## src/common/art_defs.vh

```
/*
  Constants of the autoreload PWM timer: register indices, field positions,
  reset values, counter limits and clock-select codes.
  Assumes inclusion by bare name from the design files; definitions only.
*/
`ifndef ART_DEFS_VH
`define ART_DEFS_VH

// Register indices; the byte address on the bus is four times the index
`define ART_IDX_CSR      6'h0d
`define ART_IDX_CNTH     6'h0e
`define ART_IDX_CNTL     6'h0f
`define ART_IDX_RELH     6'h10
`define ART_IDX_RELL     6'h11
`define ART_IDX_OUTEN    6'h12
`define ART_IDX_CHCS0    6'h13
`define ART_IDX_CHCS3    6'h16
`define ART_IDX_DUTY0H   6'h17
`define ART_IDX_DUTY3L   6'h1e
`define ART_IDX_CAPH     6'h1f
`define ART_IDX_CAPL     6'h20
`define ART_IDX_STOP     6'h21
`define ART_IDX_SHADOW   6'h22

// Timer control-status fields
`define ART_CSR_CAPF     6
`define ART_CSR_CAPIE    5
`define ART_CSR_CKH      4
`define ART_CSR_CKL      3
`define ART_CSR_WRAPF    2
`define ART_CSR_WRAPIE   1
`define ART_CSR_COMPARE_IRQ_ENABLE    0

// Channel control-status fields
`define ART_CH_INV       1
`define ART_CH_COMPARE_MATCH_FLAG      0

// Stop control fields
`define ART_STOP_ACT     5
`define ART_STOP_PINEN   4
`define ART_STOP_PAT_H   3

// Shadow-load control field and its reset value
`define ART_SHD_ARM      0
`define ART_SHD_RST      1'b1

// Counter clock select codes
`define ART_CK_OFF       2'b00
`define ART_CK_LITE      2'b01
`define ART_CK_CPU       2'b10
`define ART_CK_FAST      2'b11

// Counter limits and slow-mode divide
`define ART_CNT_TOP      12'hfff
`define ART_CNT_RST      12'h000
`define ART_PRE_TOP      5'h1f

`endif

```

## src/verilog/art_timer.v

```verilog
/*
  Top of the 12-bit autoreload PWM timer: APB byte-register slave,
  counter with reload and slow-mode prescaler, stop and capture logic,
  four PWM channels and the interrupt request levels.
  Assumes counter tick enables in the CLK domain; pins arrive asynchronously.
*/
// The implementer's own choices: the APB slave port and the placing of the registers.
`timescale 1ns/1ps
`default_nettype none
`include "art_defs.vh"

// Behaviour
// - Shared period is 4096 minus reload
// - Wrap reloads counter with reload value
// - Counter starts at zero, runs when clocked
// - Wrap loads duties, raises PWM outputs
// - Duty match drives PWM low
// - Polarity bit inverts, synced when armed
// - Output enable bit gives pin to PWM, except with the lite clock selected
// - Compare match sets flag except with the lite clock selected, may interrupt
// - Zero compare value never sets the compare flag
// - Enabled low stop pin sets stop
// - Software can set stop directly
// - Stop forces pattern, resets counter, values
// - Clearing stop returns pins to port
// - Capture edge latches counter, sets flag
// - Set capture flag blocks further captures
// - Capture read clears flag; writes ignored
// - Two-bit select picks counter clock
// - Slow divides by 32; halt stops, active halt too unless the lite clock runs with wrap irq
// - Wrap flag set, cleared by reading
// - Wrap vector separate; only wrap wakes
// - Arm bit gates shadow load, self clears
// - Channel status read clears compare flag
module art_timer (
  input  wire        CLK,
  input  wire        SYS_RST,
  input  wire [7:0]  PADDR,
  input  wire        PSEL,
  input  wire        PENABLE,
  input  wire        PWRITE,
  input  wire [31:0] PWDATA,
  output reg  [31:0] PRDATA,
  output reg         PREADY,
  output reg         PSLVERR,
  input  wire        LT_TICK,
  input  wire        HF_TICK,
  input  wire        SLOW_MODE,
  input  wire        HALT_MODE,
  input  wire        ACTIVE_HALT,
  input  wire        STOP_N,
  input  wire        CAP_IN,
  output wire [3:0]  PWM_OUT,
  output wire [3:0]  PWM_OE_N,
  output reg         IRQ_CMP_CAP,
  output reg         IRQ_WRAP,
  output reg         WAKE_REQ
);

  reg  [11:0] cnt;
  reg  [11:0] reload_value;
  reg  [11:0] duty_pre [0:3];
  reg  [3:0]  inv_pre;
  reg  [3:0]  out_en;
  reg  [1:0]  clk_sel;
  reg         cap_ie;
  reg         wrap_ie;
  reg         cmp_ie;
  reg         wrap_flag;
  reg         cap_flag;
  reg  [11:0] cap_value;
  reg         stop_act;
  reg         stop_pin_en;
  reg  [3:0]  stop_pat;
  reg         arm;
  reg  [4:0]  prescale;
  reg         upd;
  reg         wrapped;
  reg  [3:0]  cnt_hi_latch;
  reg         cap_prev;
  reg         snap_cap;
  reg  [31:0] next_rdata;
  reg         next_err;
  reg         tick_src;
  wire        stop_sync;
  wire        cap_sync;
  wire [5:0]  idx;
  wire        setup;
  wire        acc;
  wire        wr;
  wire        rd;
  wire        run;
  wire        tick;
  wire        wrap_ev;
  wire        load;
  wire        pwm_ok;
  wire        cap_edge;
  wire [3:0]  cmp_flag;
  wire [3:0]  cmp_clr;
  wire [5:0]  ch_off;
  wire [5:0]  duty_off;
  wire [2:0]  wr_ch;
  wire [1:0]  duty_ch;
  wire        duty_hi;
  integer     i;

  assign idx   = PADDR[7:2];
  assign setup = PSEL & ~PENABLE;
  assign acc   = PSEL & PENABLE & PREADY;
  assign wr    = acc & PWRITE;
  assign rd    = acc & ~PWRITE;

  // Pins pass two flip-flops before any detection
  art_sync #(.RST_VAL(1'b1)) u_stop_sync (
    .clk  (CLK),
    .rst  (SYS_RST),
    .din  (STOP_N),
    .dout (stop_sync)
  );

  art_sync #(.RST_VAL(1'b0)) u_cap_sync (
    .clk  (CLK),
    .rst  (SYS_RST),
    .din  (CAP_IN),
    .dout (cap_sync)
  );

  // Counter clock source; CPU clock counts every cycle
  always @*
  begin
    case (clk_sel)
      `ART_CK_OFF:  tick_src = 1'b0;
      `ART_CK_LITE: tick_src = LT_TICK;
      `ART_CK_CPU:  tick_src = 1'b1;
      `ART_CK_FAST: tick_src = HF_TICK;
      default:      tick_src = 1'b0;
    endcase
  end

  // Halt stops; active-halt keeps only the lite tick with wrap irq
  assign run = ~HALT_MODE &
               (~ACTIVE_HALT | ((clk_sel == `ART_CK_LITE) & wrap_ie));

  // Slow mode counts 32 source ticks per counter tick
  always @(posedge CLK)
  begin
    if (SYS_RST | ~SLOW_MODE)
      prescale <= 5'h00;
    else if (run & tick_src)
      prescale <= prescale + 5'h01;
  end

  assign tick    = run & tick_src & (~SLOW_MODE | (prescale == `ART_PRE_TOP));
  assign wrap_ev = tick & (cnt == `ART_CNT_TOP);
  assign load    = wrap_ev & arm;
  assign pwm_ok  = (clk_sel != `ART_CK_LITE);

  // Upcounter; a wrap restarts from the reload value
  always @(posedge CLK)
  begin
    if (SYS_RST | stop_act)
      cnt <= `ART_CNT_RST;
    else if (wrap_ev)
      cnt <= reload_value;
    else if (tick)
      cnt <= cnt + 12'h001;
  end

  // Strobes tell channels the count just changed
  always @(posedge CLK)
  begin
    if (SYS_RST)
    begin
      upd     <= 1'b0;
      wrapped <= 1'b0;
    end
    else
    begin
      upd     <= tick & ~stop_act;
      wrapped <= wrap_ev & ~stop_act;
    end
  end

  // Arm bit: software write wins over hardware clear
  always @(posedge CLK)
  begin
    if (SYS_RST)
      arm <= `ART_SHD_RST;
    else if (wr & (idx == `ART_IDX_SHADOW))
      arm <= PWDATA[`ART_SHD_ARM];
    else if (load)
      arm <= 1'b0;
  end

  // Stop state; a pin or write set beats a software clear
  always @(posedge CLK)
  begin
    if (SYS_RST)
      stop_act <= 1'b0;
    else if (stop_pin_en & ~stop_sync)
      stop_act <= 1'b1;
    else if (wr & (idx == `ART_IDX_STOP))
      stop_act <= PWDATA[`ART_STOP_ACT];
  end

  // Offsets from the first index of each bank; duties take two bytes each
  assign ch_off   = idx - `ART_IDX_CHCS0;
  assign duty_off = idx - `ART_IDX_DUTY0H;
  assign wr_ch    = ch_off[2:0];
  assign duty_ch  = duty_off[2:1];
  assign duty_hi  = idx[0];

  // Software-written registers; stop clears the counting set
  always @(posedge CLK)
  begin
    if (SYS_RST | stop_act)
    begin
      reload_value <= `ART_CNT_RST;
      out_en       <= 4'h0;
      for (i = 0; i < 4; i = i + 1)
        duty_pre[i] <= `ART_CNT_RST;
    end
    else if (wr)
    begin
      if (idx == `ART_IDX_RELH)
        reload_value[11:8] <= PWDATA[3:0];
      if (idx == `ART_IDX_RELL)
        reload_value[7:0] <= PWDATA[7:0];
      if (idx == `ART_IDX_OUTEN)
        out_en <= {PWDATA[6], PWDATA[4], PWDATA[2], PWDATA[0]};
      if ((idx >= `ART_IDX_DUTY0H) && (idx <= `ART_IDX_DUTY3L))
      begin
        if (duty_hi)
          duty_pre[duty_ch][11:8] <= PWDATA[3:0];
        else
          duty_pre[duty_ch][7:0] <= PWDATA[7:0];
      end
    end
  end

  // Control fields that survive a stop
  always @(posedge CLK)
  begin
    if (SYS_RST)
    begin
      clk_sel     <= `ART_CK_OFF;
      cap_ie      <= 1'b0;
      wrap_ie     <= 1'b0;
      cmp_ie      <= 1'b0;
      inv_pre     <= 4'h0;
      stop_pin_en <= 1'b0;
      stop_pat    <= 4'h0;
    end
    else if (wr)
    begin
      if (idx == `ART_IDX_CSR)
      begin
        cap_ie  <= PWDATA[`ART_CSR_CAPIE];
        clk_sel <= PWDATA[`ART_CSR_CKH:`ART_CSR_CKL];
        wrap_ie <= PWDATA[`ART_CSR_WRAPIE];
        cmp_ie  <= PWDATA[`ART_CSR_COMPARE_IRQ_ENABLE];
      end
      if ((idx >= `ART_IDX_CHCS0) && (idx <= `ART_IDX_CHCS3))
        inv_pre[wr_ch[1:0]] <= PWDATA[`ART_CH_INV];
      if (idx == `ART_IDX_STOP)
      begin
        stop_pin_en <= PWDATA[`ART_STOP_PINEN];
        stop_pat    <= PWDATA[`ART_STOP_PAT_H:0];
      end
    end
  end

  // Wrap flag; clear only what the read reported
  always @(posedge CLK)
  begin
    if (SYS_RST)
      wrap_flag <= 1'b0;
    else if (wrap_ev & ~stop_act)
      wrap_flag <= 1'b1;
    else if (rd & (idx == `ART_IDX_CSR) & PRDATA[`ART_CSR_WRAPF])
      wrap_flag <= 1'b0;
  end

  assign cap_edge = cap_sync ^ cap_prev;

  // Capture on either edge, held until acknowledged
  always @(posedge CLK)
  begin
    if (SYS_RST)
    begin
      cap_prev  <= 1'b0;
      cap_flag  <= 1'b0;
      cap_value <= `ART_CNT_RST;
    end
    else
    begin
      cap_prev <= cap_sync;
      if (cap_edge & ~cap_flag)
      begin
        cap_value <= cnt;
        cap_flag  <= 1'b1;
      end
      else if (rd & snap_cap &
               ((idx == `ART_IDX_CAPH) || (idx == `ART_IDX_CAPL)))
        cap_flag <= 1'b0;
    end
  end

  // Per-channel compare clear comes from a reported flag
  genvar g;
  generate
    for (g = 0; g < 4; g = g + 1)
    begin : g_ch
      assign cmp_clr[g] = rd & (idx == (`ART_IDX_CHCS0 + g)) &
                          PRDATA[`ART_CH_COMPARE_MATCH_FLAG];
      art_channel u_ch (
        .clk      (CLK),
        .rst      (SYS_RST),
        .stop     (stop_act),
        .load     (load),
        .arm      (arm),
        .upd      (upd),
        .wrapped  (wrapped),
        .cnt      (cnt),
        .duty_pre (duty_pre[g]),
        .inv_pre  (inv_pre[g]),
        .pwm_ok   (pwm_ok),
        .en       (out_en[g]),
        .pat      (stop_pat[g]),
        .flag_clr (cmp_clr[g]),
        .pin      (PWM_OUT[g]),
        .oe_n     (PWM_OE_N[g]),
        .cmp_flag (cmp_flag[g])
      );
    end
  endgenerate

  // Read mux, sampled in the setup cycle
  always @*
  begin
    next_rdata = 32'h0000_0000;
    next_err   = 1'b0;
    if (PADDR[1:0] != 2'b00)
      next_err = 1'b1;
    else if ((idx >= `ART_IDX_CHCS0) && (idx <= `ART_IDX_CHCS3))
      next_rdata[1:0] = {inv_pre[wr_ch[1:0]], cmp_flag[wr_ch[1:0]]};
    else if ((idx >= `ART_IDX_DUTY0H) && (idx <= `ART_IDX_DUTY3L))
      next_rdata[7:0] = duty_hi ? {4'h0, duty_pre[duty_ch][11:8]}
                                : duty_pre[duty_ch][7:0];
    else
    begin
      case (idx)
        `ART_IDX_CSR:    next_rdata[6:0] = {cap_flag, cap_ie, clk_sel,
                                            wrap_flag, wrap_ie, cmp_ie};
        `ART_IDX_CNTH:   next_rdata[3:0] = cnt_hi_latch;
        `ART_IDX_CNTL:   next_rdata[7:0] = cnt[7:0];
        `ART_IDX_RELH:   next_rdata[3:0] = reload_value[11:8];
        `ART_IDX_RELL:   next_rdata[7:0] = reload_value[7:0];
        `ART_IDX_OUTEN:  next_rdata[6:0] = {out_en[3], 1'b0, out_en[2], 1'b0,
                                            out_en[1], 1'b0, out_en[0]};
        `ART_IDX_CAPH:   next_rdata[3:0] = cap_value[11:8];
        `ART_IDX_CAPL:   next_rdata[7:0] = cap_value[7:0];
        `ART_IDX_STOP:   next_rdata[5:0] = {stop_act, stop_pin_en, stop_pat};
        `ART_IDX_SHADOW: next_rdata[0]   = arm;
        default:         next_err        = 1'b1;
      endcase
    end
  end

  // APB answer registered: ready in the first access cycle
  always @(posedge CLK)
  begin
    if (SYS_RST)
    begin
      PREADY       <= 1'b0;
      PRDATA       <= 32'h0000_0000;
      PSLVERR      <= 1'b0;
      snap_cap     <= 1'b0;
      cnt_hi_latch <= 4'h0;
    end
    else
    begin
      PREADY <= setup;
      if (setup)
      begin
        PRDATA   <= PWRITE ? 32'h0000_0000 : next_rdata;
        PSLVERR  <= next_err;
        snap_cap <= cap_flag;
        if (~PWRITE & (idx == `ART_IDX_CNTL))
          cnt_hi_latch <= cnt[11:8];
      end
      else
        PSLVERR <= 1'b0;
    end
  end

  // Interrupt request levels and active-halt wake
  always @(posedge CLK)
  begin
    if (SYS_RST)
    begin
      IRQ_CMP_CAP <= 1'b0;
      IRQ_WRAP    <= 1'b0;
      WAKE_REQ    <= 1'b0;
    end
    else
    begin
      IRQ_CMP_CAP <= (cmp_ie & (|cmp_flag)) | (cap_ie & cap_flag);
      IRQ_WRAP    <= wrap_ie & wrap_flag;
      WAKE_REQ    <= ACTIVE_HALT & wrap_ie & wrap_flag &
                     (clk_sel == `ART_CK_LITE);
    end
  end

endmodule // art_timer

`default_nettype wire

```

## src/verilog/art_sync.v

```verilog
/*
  Two-stage synchroniser for one asynchronous pin.
  Assumes a single clock with synchronous active-high reset.
*/
`timescale 1ns/1ps
`default_nettype none

module art_sync #(
  parameter RST_VAL = 1'b0
) (
  input  wire clk,
  input  wire rst,
  input  wire din,
  output reg  dout
);

  reg stage1;

  // First stage feeds only the second one
  always @(posedge clk)
  begin
    if (rst)
    begin
      stage1 <= RST_VAL;
      dout   <= RST_VAL;
    end
    else
    begin
      stage1 <= din;
      dout   <= stage1;
    end
  end

endmodule // art_sync

`default_nettype wire

```

## src/verilog/art_channel.v

```verilog
/*
  One PWM channel: active duty and polarity copies, raw waveform,
  compare flag and the pin drive with its output enable.
  Assumes counter update strobes from the timer core on the same clock.
*/
`timescale 1ns/1ps
`default_nettype none
`include "art_defs.vh"

module art_channel (
  input  wire        clk,
  input  wire        rst,
  input  wire        stop,
  input  wire        load,
  input  wire        arm,
  input  wire        upd,
  input  wire        wrapped,
  input  wire [11:0] cnt,
  input  wire [11:0] duty_pre,
  input  wire        inv_pre,
  input  wire        pwm_ok,
  input  wire        en,
  input  wire        pat,
  input  wire        flag_clr,
  output reg         pin,
  output reg         oe_n,
  output reg         cmp_flag
);

  reg  [11:0] duty_act;
  reg         inv_act;
  reg         raw;
  wire        match;

  assign match = upd & (cnt == duty_act);

  // Active duty copy, cleared while stopped
  always @(posedge clk)
  begin
    if (rst | stop)
      duty_act <= `ART_CNT_RST;
    else if (load)
      duty_act <= duty_pre;
  end

  // Polarity follows the wrap while armed, at once otherwise
  always @(posedge clk)
  begin
    if (rst)
      inv_act <= 1'b0;
    else if (load | ~arm)
      inv_act <= inv_pre;
  end

  // Match drops the waveform, a wrap raises it
  always @(posedge clk)
  begin
    if (rst | stop)
      raw <= 1'b0;
    else if (match)
      raw <= 1'b0;
    else if (upd & wrapped)
      raw <= 1'b1;
  end

  // Compare flag; a new match beats a read clear
  always @(posedge clk)
  begin
    if (rst)
      cmp_flag <= 1'b0;
    else if (match & (duty_act != `ART_CNT_RST) & pwm_ok)
      cmp_flag <= 1'b1;
    else if (flag_clr)
      cmp_flag <= 1'b0;
  end

  // Stop pattern goes after the inverter
  always @(posedge clk)
  begin
    if (rst)
    begin
      pin  <= 1'b0;
      oe_n <= 1'b1;
    end
    else if (stop)
    begin
      pin  <= pat;
      oe_n <= 1'b0;
    end
    else
    begin
      pin  <= raw ^ inv_act;
      oe_n <= ~(en & pwm_ok);
    end
  end

endmodule // art_channel

`default_nettype wire

```

## config.mk

```make
export PLATFORM = sky130hd
export DESIGN_NAME = art_timer
export DESIGN_NICKNAME = d
export VERILOG_FILES = /design/src/verilog/art_timer.v /design/src/verilog/art_sync.v /design/src/verilog/art_channel.v
export VERILOG_INCLUDE_DIRS = /design/src /design/src/common
export SDC_FILE = /design/constraint.sdc
export NUM_CORES = 1
export LEC_CHECK = 0
export BUFFER_PORTS_ARGS = -buffer_cell sky130_fd_sc_hd__buf_4
export CAP_MARGIN = 0
export CORE_MARGIN = 1
export CORE_UTILIZATION = 38
export CTS_BUF_LIST = sky130_fd_sc_hd__clkbuf_8
export CTS_CLUSTER_DIAMETER = 120
export DETAILED_ROUTE_END_ITERATION = 6
export PLACE_DENSITY = 0.64
export SKIP_CTS_REPAIR_TIMING = 1
export SYNTH_ARGS = -nofsm -noshare
export SYNTH_HDL_FRONTEND = slang
export SYNTH_SLANG_ARGS = --single-unit
export TNS_END_PERCENT = 20
```

## constraint.sdc

```tcl
create_clock -name CLK -period 5.8 [get_ports CLK]
set_clock_uncertainty 0.1 [all_clocks]
set_input_delay 0.29 -clock CLK [delete_from_list [all_inputs] [get_ports CLK]]
set_output_delay 0.29 -clock CLK [all_outputs]
set_load 0.005 [all_outputs]
```

### Yosys cells after proc, flatten, opt, wreduce, memory -nomap -nowiden

Memories as Yosys holds them, arrays and structs flattened. A register that Yosys moved wholly into a read port is not among the register bits.
Cells that the tools add are included.

* reductions and logical operators: 34
* add/subtract/negate cells: 4
* $lt $le $gt $ge: 6
* eq/ne operators: 24
* muxes and demuxes: 64
* bitwise logic cells: 78

Operators with widths (number)
* 1-bit bitwise AND: 53
* 12-bit equality test: 4
* 6-bit by 5-bit equality test with 1-bit output, second input constant: 8
* 12-bit nonzero test: 4
* 1-bit 2-to-1 mux: 43
* 12-bit 2-to-1 mux: 3
* 8-bit 2-to-1 mux: 4
* 3-bit case mux with 9 select lines: 1
* 2-bit nonzero test: 10
* 6-bit by 4-bit equality test with 1-bit output, second input constant: 3
* 6-bit equality test, second input constant: 3
* 1-bit inverter: 14
* 2-bit AND reduction: 7
* 12-bit by 1-bit adder with 12-bit output, second input constant: 1
* 12-bit equality test, second input constant: 1
* 6-bit by 5-bit greater-or-equal comparator with 1-bit output, second input constant: 2
* 6-bit by 5-bit <= comparator with 1-bit output, second input constant: 2
* 2-bit case mux with 6 select lines: 1
* 12-bit OR reduction: 1
* 1-bit case mux with 10 select lines: 1
* 10-bit OR reduction: 1
* 2-bit OR reduction: 5
* 2-bit 2-to-1 mux: 3
* 6-bit 2-to-1 mux: 1
* 21 further kinds: 34

* bits in writable memories: 48
* input port bits: 52
* bits in registers: 132
* memories: 1
* output and inout bits: 45
* logic and storage cells: 263

Memory list
* duty_pre: words 4, bits a word 12, rd ports 5, clocked after Yosys merged registers in 4, wr ports 4, RTL line art_timer.v:62 `reg [11:0] duty_pre [0:3];`

### Longest topological paths before layout

Gate-level depths: netlist (run 1).

* depth after elaboration: 10
* mapped depth: 10
* mapped depth without buffers: 8

### Modules after synthesis

A second synthesis (run 1) with hierarchy kept.

* cells, all modules: 973
* area, all modules: 9709.3 um^2

Modules (own cells, without submodules)
* art_timer: seq. area each 3123.0 um^2, cells each 645, area each 6511.2 um^2, times used 1
* art_channel: seq. area each 340.3 um^2, cells each 80, area each 773.2 um^2, times used 4
* art_sync: seq. area each 40.0 um^2, cells each 4, area each 52.6 um^2, times used 2

### Least setup slack after synthesis (run 1)

Ideal clock, no wire load.

* path kind: input-to-reg
* start: input PADDR[2]
* end: memory duty_pre[3][0] (enable)
* library setup time: 0.385 ns
* data required time: 5.315 ns
* buffers on the path: 2
* cell stages on the path: 7
* arrival time: 2.102 ns
* setup slack: 3.213 ns
* path through: ha_1 -> buf_4 -> o21a_1 -> o211ai_1 -> nor2_1 -> buf_2 -> a21boi_0

RTL lines
* start, declared: RTL line art_timer.v:38 `input wire [7:0] PADDR,`
* end, declared: RTL line art_timer.v:62

==> run_results.csv, run 1 <==
group,metric,value,unit
yosys,synth_top_area_share,31.9,%
status,status,"complete, but fails checks",
place,place_ws,2.28,ns
finish,multi_input_area,4670,um^2
yosys,syn_avg_cell_area,9.34,um^2
floorplan,die_h,163,um
grt,grt.overflow.total,0,
worst_setup_path,path_cells,"buf_4 -> nor2_1 -> nand2_1 -> nor2_1 -> nand4_1 -> nand2_1",
detailed_routing,wl_met1,12.3,mm
detailed_routing,vias_per_cell,5.60,
floorplan,start_util,38.8,%
clocking,clkLatencyLatePin,0.54,ns
worst_setup_path,path_max_fanout,16,
finish,fin_nets,1131,
worst_setup_path,arrival,3.14,ns
yosys,ys_warn_count,0,
place,numPortBuffers,48,
place,place_inst,1355,
detailed_routing,wl_met2,12.2,mm
detailed_routing,antenna_left,0,
detailed_routing,drc,0,
pwr,intPower,2.17,mW
pwr,power_frac_comb,5.6,%
worst_setup_path,path_delay_family,"simple AND/OR/NAND/NOR gates",
yosys,syn_inst,1050,
clocking,root_buffer,"clkbuf_8",
timing,post-route-min-period,3.03,ns
yosys,synth_area_leaders,"dfxtp_1 (32%), edfxtp_1 (15%), nand2_1 (6.1%)",
timing,fin_ws,2.77,ns
timing,hold_viol,1,
grt,grt_pass1_vias,7262,
finish,regArea,4560,um^2
floorplan,io_pins,97,
yosys,async_flop_share,0,%
worst_setup_path,max_stage_delay,0.60,ns
finish,diodes,0,
yosys,synth_ff_type,"dfxtp_1",
grt,grt_util_all_layers,21.5,%
yosys,synth_commonest_cells,"nand2_1 (160), dfxtp_1 (156), nor2_1 (100), a21oi_1 (91), xnor2_1 (55)",
status,violations,"negative hold slack",
worst_setup_path,cp-end-kind,"flop",
detailed_routing,top_layer,"met4",
run,maxCapViolCount,0,
hold_path,min_path_type,"in2reg",
pwr,switching_share,24.6,%
yosys,syn_area,9800,um^2
yosys,ys_types,76,
timing,min_period_over_period,52.3,%
worst_setup_path,crit_buf_inv,1,
timing,report.final.slew_viol_count,0,
grt,antenna_found_initial,0,
timing,setup_viol_count_final,0,
worst_setup_path,cp.required,5.90,ns
grt,grt_max_degree,84,
timing,rsz0062_at_grt,"no",
clocking,clk_pin_slew,0.06,ns
worst_setup_path,startpoint_type,"flop",
timing,timing.setup.tns,0,ns
pwr,power_leakage,4.03,nW
yosys,seq_area_frac_synth,46.6,%
clocking,htreeDepth,2,
place,place_congestion,0.890,
pwr,powerDensity,266,nW/um^2
finish,drive_above_1_share,12.1,%
grt,grt_first_pass_wirelength,42.9,mm
timing,maxClockFrequency,330,MHz
floorplan,dieWidth,163,um
floorplan,row_count,58,
clocking,cts_buffer_depth,3,
pwr,seqPwrFrac,51.4,%
clocking,cts_sinks,204,
detailed_routing,wirelength,28.4,mm
yosys,synth-edff-count,48,
timing,whs,-0.000834,ns
finish,area_growth_syn_to_layout,10.7,%
finish,fillers,2517,
pwr,p_sw,0.710,mW
clocking,cts_tree,"built",
finish,final_cells,1422,
detailed_routing,met3_length,2.76,mm
yosys,synth.most_common_cell,"nand2_1",
yosys,ys_ff_latch,204,
floorplan,core_region_area,25300,um^2
timing,slew_headroom,22.2,%
worst_setup_path,crit_slowest_cell,"nor2_1",
clocking,numCtsBuffers,36,
timing,tightest_slew,1.16,ns
pwr,pwr-share-clk,43.0,%
detailed_routing,vias,7966,
worst_setup_path,crit_type,"reg2reg",
detailed_routing,wl_per_cell,20.0,um
floorplan,die_area,26400,um^2
place,post-dp-hpwl,20.0,mm
detailed_routing,first_pass_iters,6,
pwr,peakVddDrop,0.000168,V
detailed_routing,drt_iter0_drc,850,
yosys,synth_area_leader_cell,"dfxtp_1",
registers in the layout, summed over array words and instances (netlist names), 5 cells and up:
register	cells
PRDATA	8
duty_pre	48
reload_value	12
prescale	5
cap_value	12
g_ch.u_ch.duty_act	48
cnt	12
layout by cell type, fill, tap and decap left out, types with 9 or more instances in the layout:
master,count
a211oi_1,10
mux2i_1,37
nand2b_1,12
a21oi_1,91
edfxtp_1,48
dfxtp_1,156
nand3_1,45
and2_1,13
xnor2_1,55
clkbuf_8,41
a22oi_1,9
conb_1,24
nor4_1,19
nand2_1,160
buf_4,53
nor3_1,12
nor2_1,100
nand4_1,17
mux4_2,12
inv_1,25
power by group through the flow:
stage / Combinational, mW / Clock [mW] / Sequential [mW]
6_report: 0.161 / 1.24 / 1.48
5_1_grt: 0.171 / 1.33 / 1.48
4_1_cts: 0.155 / 1.27 / 1.48
3_5_place_dp: 0.154 / 0 / 1.51
3_3_place_gp: 0.154 / 0 / 1.51
2_1_floorplan: 0.113 / 0 / 1.50
stage by stage:
step	total power [mW]	cell area [um^2]	hold WS, ns	util, %
floorplan	1.62	9890	0.289	-
global placement	1.67	10100	0.295	40.0
detailed placement	1.67	10100	0.302	40.0
CTS	2.90	10800	-0.162	42.6
global route	2.98	10800	0.00428	42.9
finish	2.88	10800	-0.000834	42.9
final timing paths:
check / endpoint / startpoint / slack (ns) / cells past startpoint
max reg2reg: duty_pre[1][2]$_SDFFCE_PN0P_ / stop_act$_SDFFE_PP0P_ / 2.77 / 6
min reg2reg: u_stop_sync.dout$_SDFF_PP1_ / u_stop_sync.stage1$_SDFF_PP1_ / 0.31 / 1
max: duty_pre[1][2]$_SDFFCE_PN0P_ / stop_act$_SDFFE_PP0P_ / 2.77 / 6
min: cap_ie$_SDFFE_PP0P_ / PWDATA[5] / -0.0008 / 3
cell families (layout without fill, tap and decap cells):
group | count (synthesis) | in the layout | share of synthesized area, %
other | 1 | 24 | 0.0383
and+or+nand+nor | 426 | 426 | 21.0
adders and majority gates | 8 | 8 | 1.02
AOI/OAI and AO/OA | 183 | 183 | 12.2
xor gates and xnor gates | 58 | 58 | 5.45
buffers and inverters | 119 | 138 | 6.66
muxes | 51 | 51 | 7.07
DFF | 204 | 204 | 46.6
cell type report:
class	instances	area share, %
clock buffer	41	5.20
clock inverter	18	0.819
inverter	18	0.623
multi-input combinational	750	43.1
sequential	204	42.1
tap	330	3.81
timing repair buffer	61	4.41
worst register-to-register path, delay by kind of cell, from the launching register on:
family        cells  cell delay [ns]
simple gates      5             2.13
flops             1             0.30
buf+inv           1             0.19
per-layer routing:
layer,GRT usage [%],vias up
met3,4.33,68
met1,30.4,3802
met4,9.81,0
li1,-,3708
met5,0,-
met2,31.5,388
(Power assumes the default switching activity.)
==> run 2, diff against run 1 <==
==> constraint.sdc (replaced) <==
create_clock -name CLK -period 3.15 [get_ports CLK]
set_clock_uncertainty 0.1 [all_clocks]
set_input_delay 0.1575 -clock CLK [delete_from_list [all_inputs] [get_ports CLK]]
set_output_delay 0.1575 -clock CLK [all_outputs]
set_load 0.005 [all_outputs]
==> run_results.csv, run 2 (synthesized netlist as in run 1, its figures left out) <==
group,metric,value,unit
worst_setup_path,cpMostUsedCell,"buf_4",
place,place_congestion,0.890,
detailed_routing,vias_per_cell,5.53,
floorplan,dieWidth,163,um
worst_setup_path,max_stage_delay,0.55,ns
worst_setup_path,r2r_start,"clk_sel[0]$_SDFFE_PP0P_",
finish,final_cell_mix,"nand2_1 (160), dfxtp_1 (156), nor2_1 (100), a21oi_1 (91), buf_4 (83)",
finish,fin_area,11200,um^2
timing,whs,-0.00503,ns
timing,timing.setup.tns,0,ns
grt,grt.overflow.total,0,
finish,reg.largest.list,"duty_pre x48, g_ch.u_ch.duty_act x48",
clocking,cts_sinks,204,
finish,final_common_cell,"nand2_1",
run,maxCapViolCount,0,
detailed_routing,vias,8117,
worst_setup_path,path_delay_family,"buffers and inverters",
clocking,root_buffer,"clkbuf_8",
timing,slew_headroom,43.2,%
detailed_routing,first_pass_iters,7,
floorplan,row_count,58,
pwr,power_leakage,4.27,nW
clocking,clk_pin_slew,0.06,ns
detailed_routing,drc,0,
timing,hold_viol,1,
worst_setup_path,arrival,2.63,ns
timing,rsz0062_at_grt,"no",
hold_path,min_from,"PWRITE",
pwr,powerDensity,492,nW/um^2
floorplan,io_pins,97,
worst_setup_path,crit_slowest_cell,"buf_4",
floorplan,die_area,26400,um^2
clocking,numCtsBuffers,37,
clocking,cts_tree,"built",
finish,postLayoutCoreUtil,44.5,%
grt,grt_pass1_vias,7409,
grt,grt_max_degree,55,
status,violations,"negative hold slack",
finish,fillers,2477,
grt,grt_first_pass_wirelength,44.3,mm
worst_setup_path,startpoint_type,"input port",
status,status,"complete, but fails checks",
worst_setup_path,path_max_fanout,54,
finish,diodes,0,
detailed_routing,antenna_left,0,
timing,setup_viol_count_final,0,
worst_setup_path,crit_type,"in2reg",
detailed_routing,wl_per_cell,20.1,um
clocking,clkLatencyLatePin,0.53,ns
pwr,peakVddDrop,0.000361,V
place,numPortBuffers,48,
timing,report.final.slew_viol_count,0,
floorplan,die_h,163,um
pwr,p_total,5.54,mW
worst_setup_path,crit_buf_inv,5,
worst_setup_path,crit_start,"SYS_RST",
worst_setup_path,cp-end-kind,"flop",
clocking,cts_buffer_depth,3,
floorplan,core_region_area,25300,um^2
timing,min_period_over_period,74.8,%
grt,grt_util_all_layers,22.2,%
finish,fin_nets,1172,
clocking,htreeDepth,2,
floorplan,start_util,38.8,%
hold_path,min_path_type,"in2reg",
worst_setup_path,cp.required,3.42,ns
timing,tightest_slew,0.850,ns
detailed_routing,wirelength,29.5,mm
grt,antenna_found_initial,0,
finish,area_growth_syn_to_layout,14.7,%
detailed_routing,drt_iter0_drc,847,
timing,post-route-min-period,2.35,ns
place,dpl_cell_area,10300,um^2
worst_setup_path,path_cells,"dlygate4sd3_1 -> buf_4 -> buf_4 -> or2_2 -> buf_4 -> buf_4 -> nor3_1",
timing,maxClockFrequency,425,MHz
place,post-dp-hpwl,20.8,mm
finish,drive_above_1_share,14.2,%
## run 2: through the flow
step	instances	setup WS, ns	hold slack (ns)
global placement	1385	0.595	0.244
floorplan	1073	0.695	0.161
finish	1467	0.795	-0.00503
detailed placement	1385	0.554	0.253
global route	1467	0.639	0.0315
CTS	1449	0.888	-0.281
## run 2: worst register-to-register path: cells and delay by family (launching register included)
kind	cells	cell delay, ns
simple gates	3	1.04
compound gates	2	0.60
flops	1	0.45
## run 2: area by class of cell
class / count / area (um^2) / share of cell area (%)
Tap cell: 330 / 413 / 3.67
Multi-Input combinational cell: 750 / 4670 / 41.5
Sequential cell: 204 / 4560 / 40.6
Clock buffer: 42 / 578 / 5.14
Clock inverter: 22 / 146 / 1.30
Timing Repair Buffer: 101 / 803 / 7.14
Inverter: 18 / 67.6 / 0.601
## run 2: path summary, 6_finish.rpt
check                                               end  slack, ns  depth (start not counted)
hold / removal                   PRDATA[3]$_SDFFE_PP0P_     -0.005                          4
setup reg to reg  g_ch[0].u_ch.duty_act[0]$_SDFFE_PP0P_       0.88                          5
setup / recovery          g_ch[3].u_ch.raw$_SDFFE_PP0P_       0.80                          7
hold reg to reg             u_stop_sync.dout$_SDFF_PP1_       0.31                          1
## run 2: routing by layer
metal	GRT usage [%]	part of all wire (%)
met3	6.19	11
met5	0	0
met4	7.43	2.9
met1	30.8	43
met2	33.1	44
## run 2: power breakdown
group | total [mW] | internal [mW] | leakage (nW) | switching [mW]
clock network | 2.48 | 1.38 | 0.415 | 1.10
logic | 0.321 | 0.124 | 2.10 | 0.197
registers | 2.73 | 2.70 | 1.75 | 0.0276
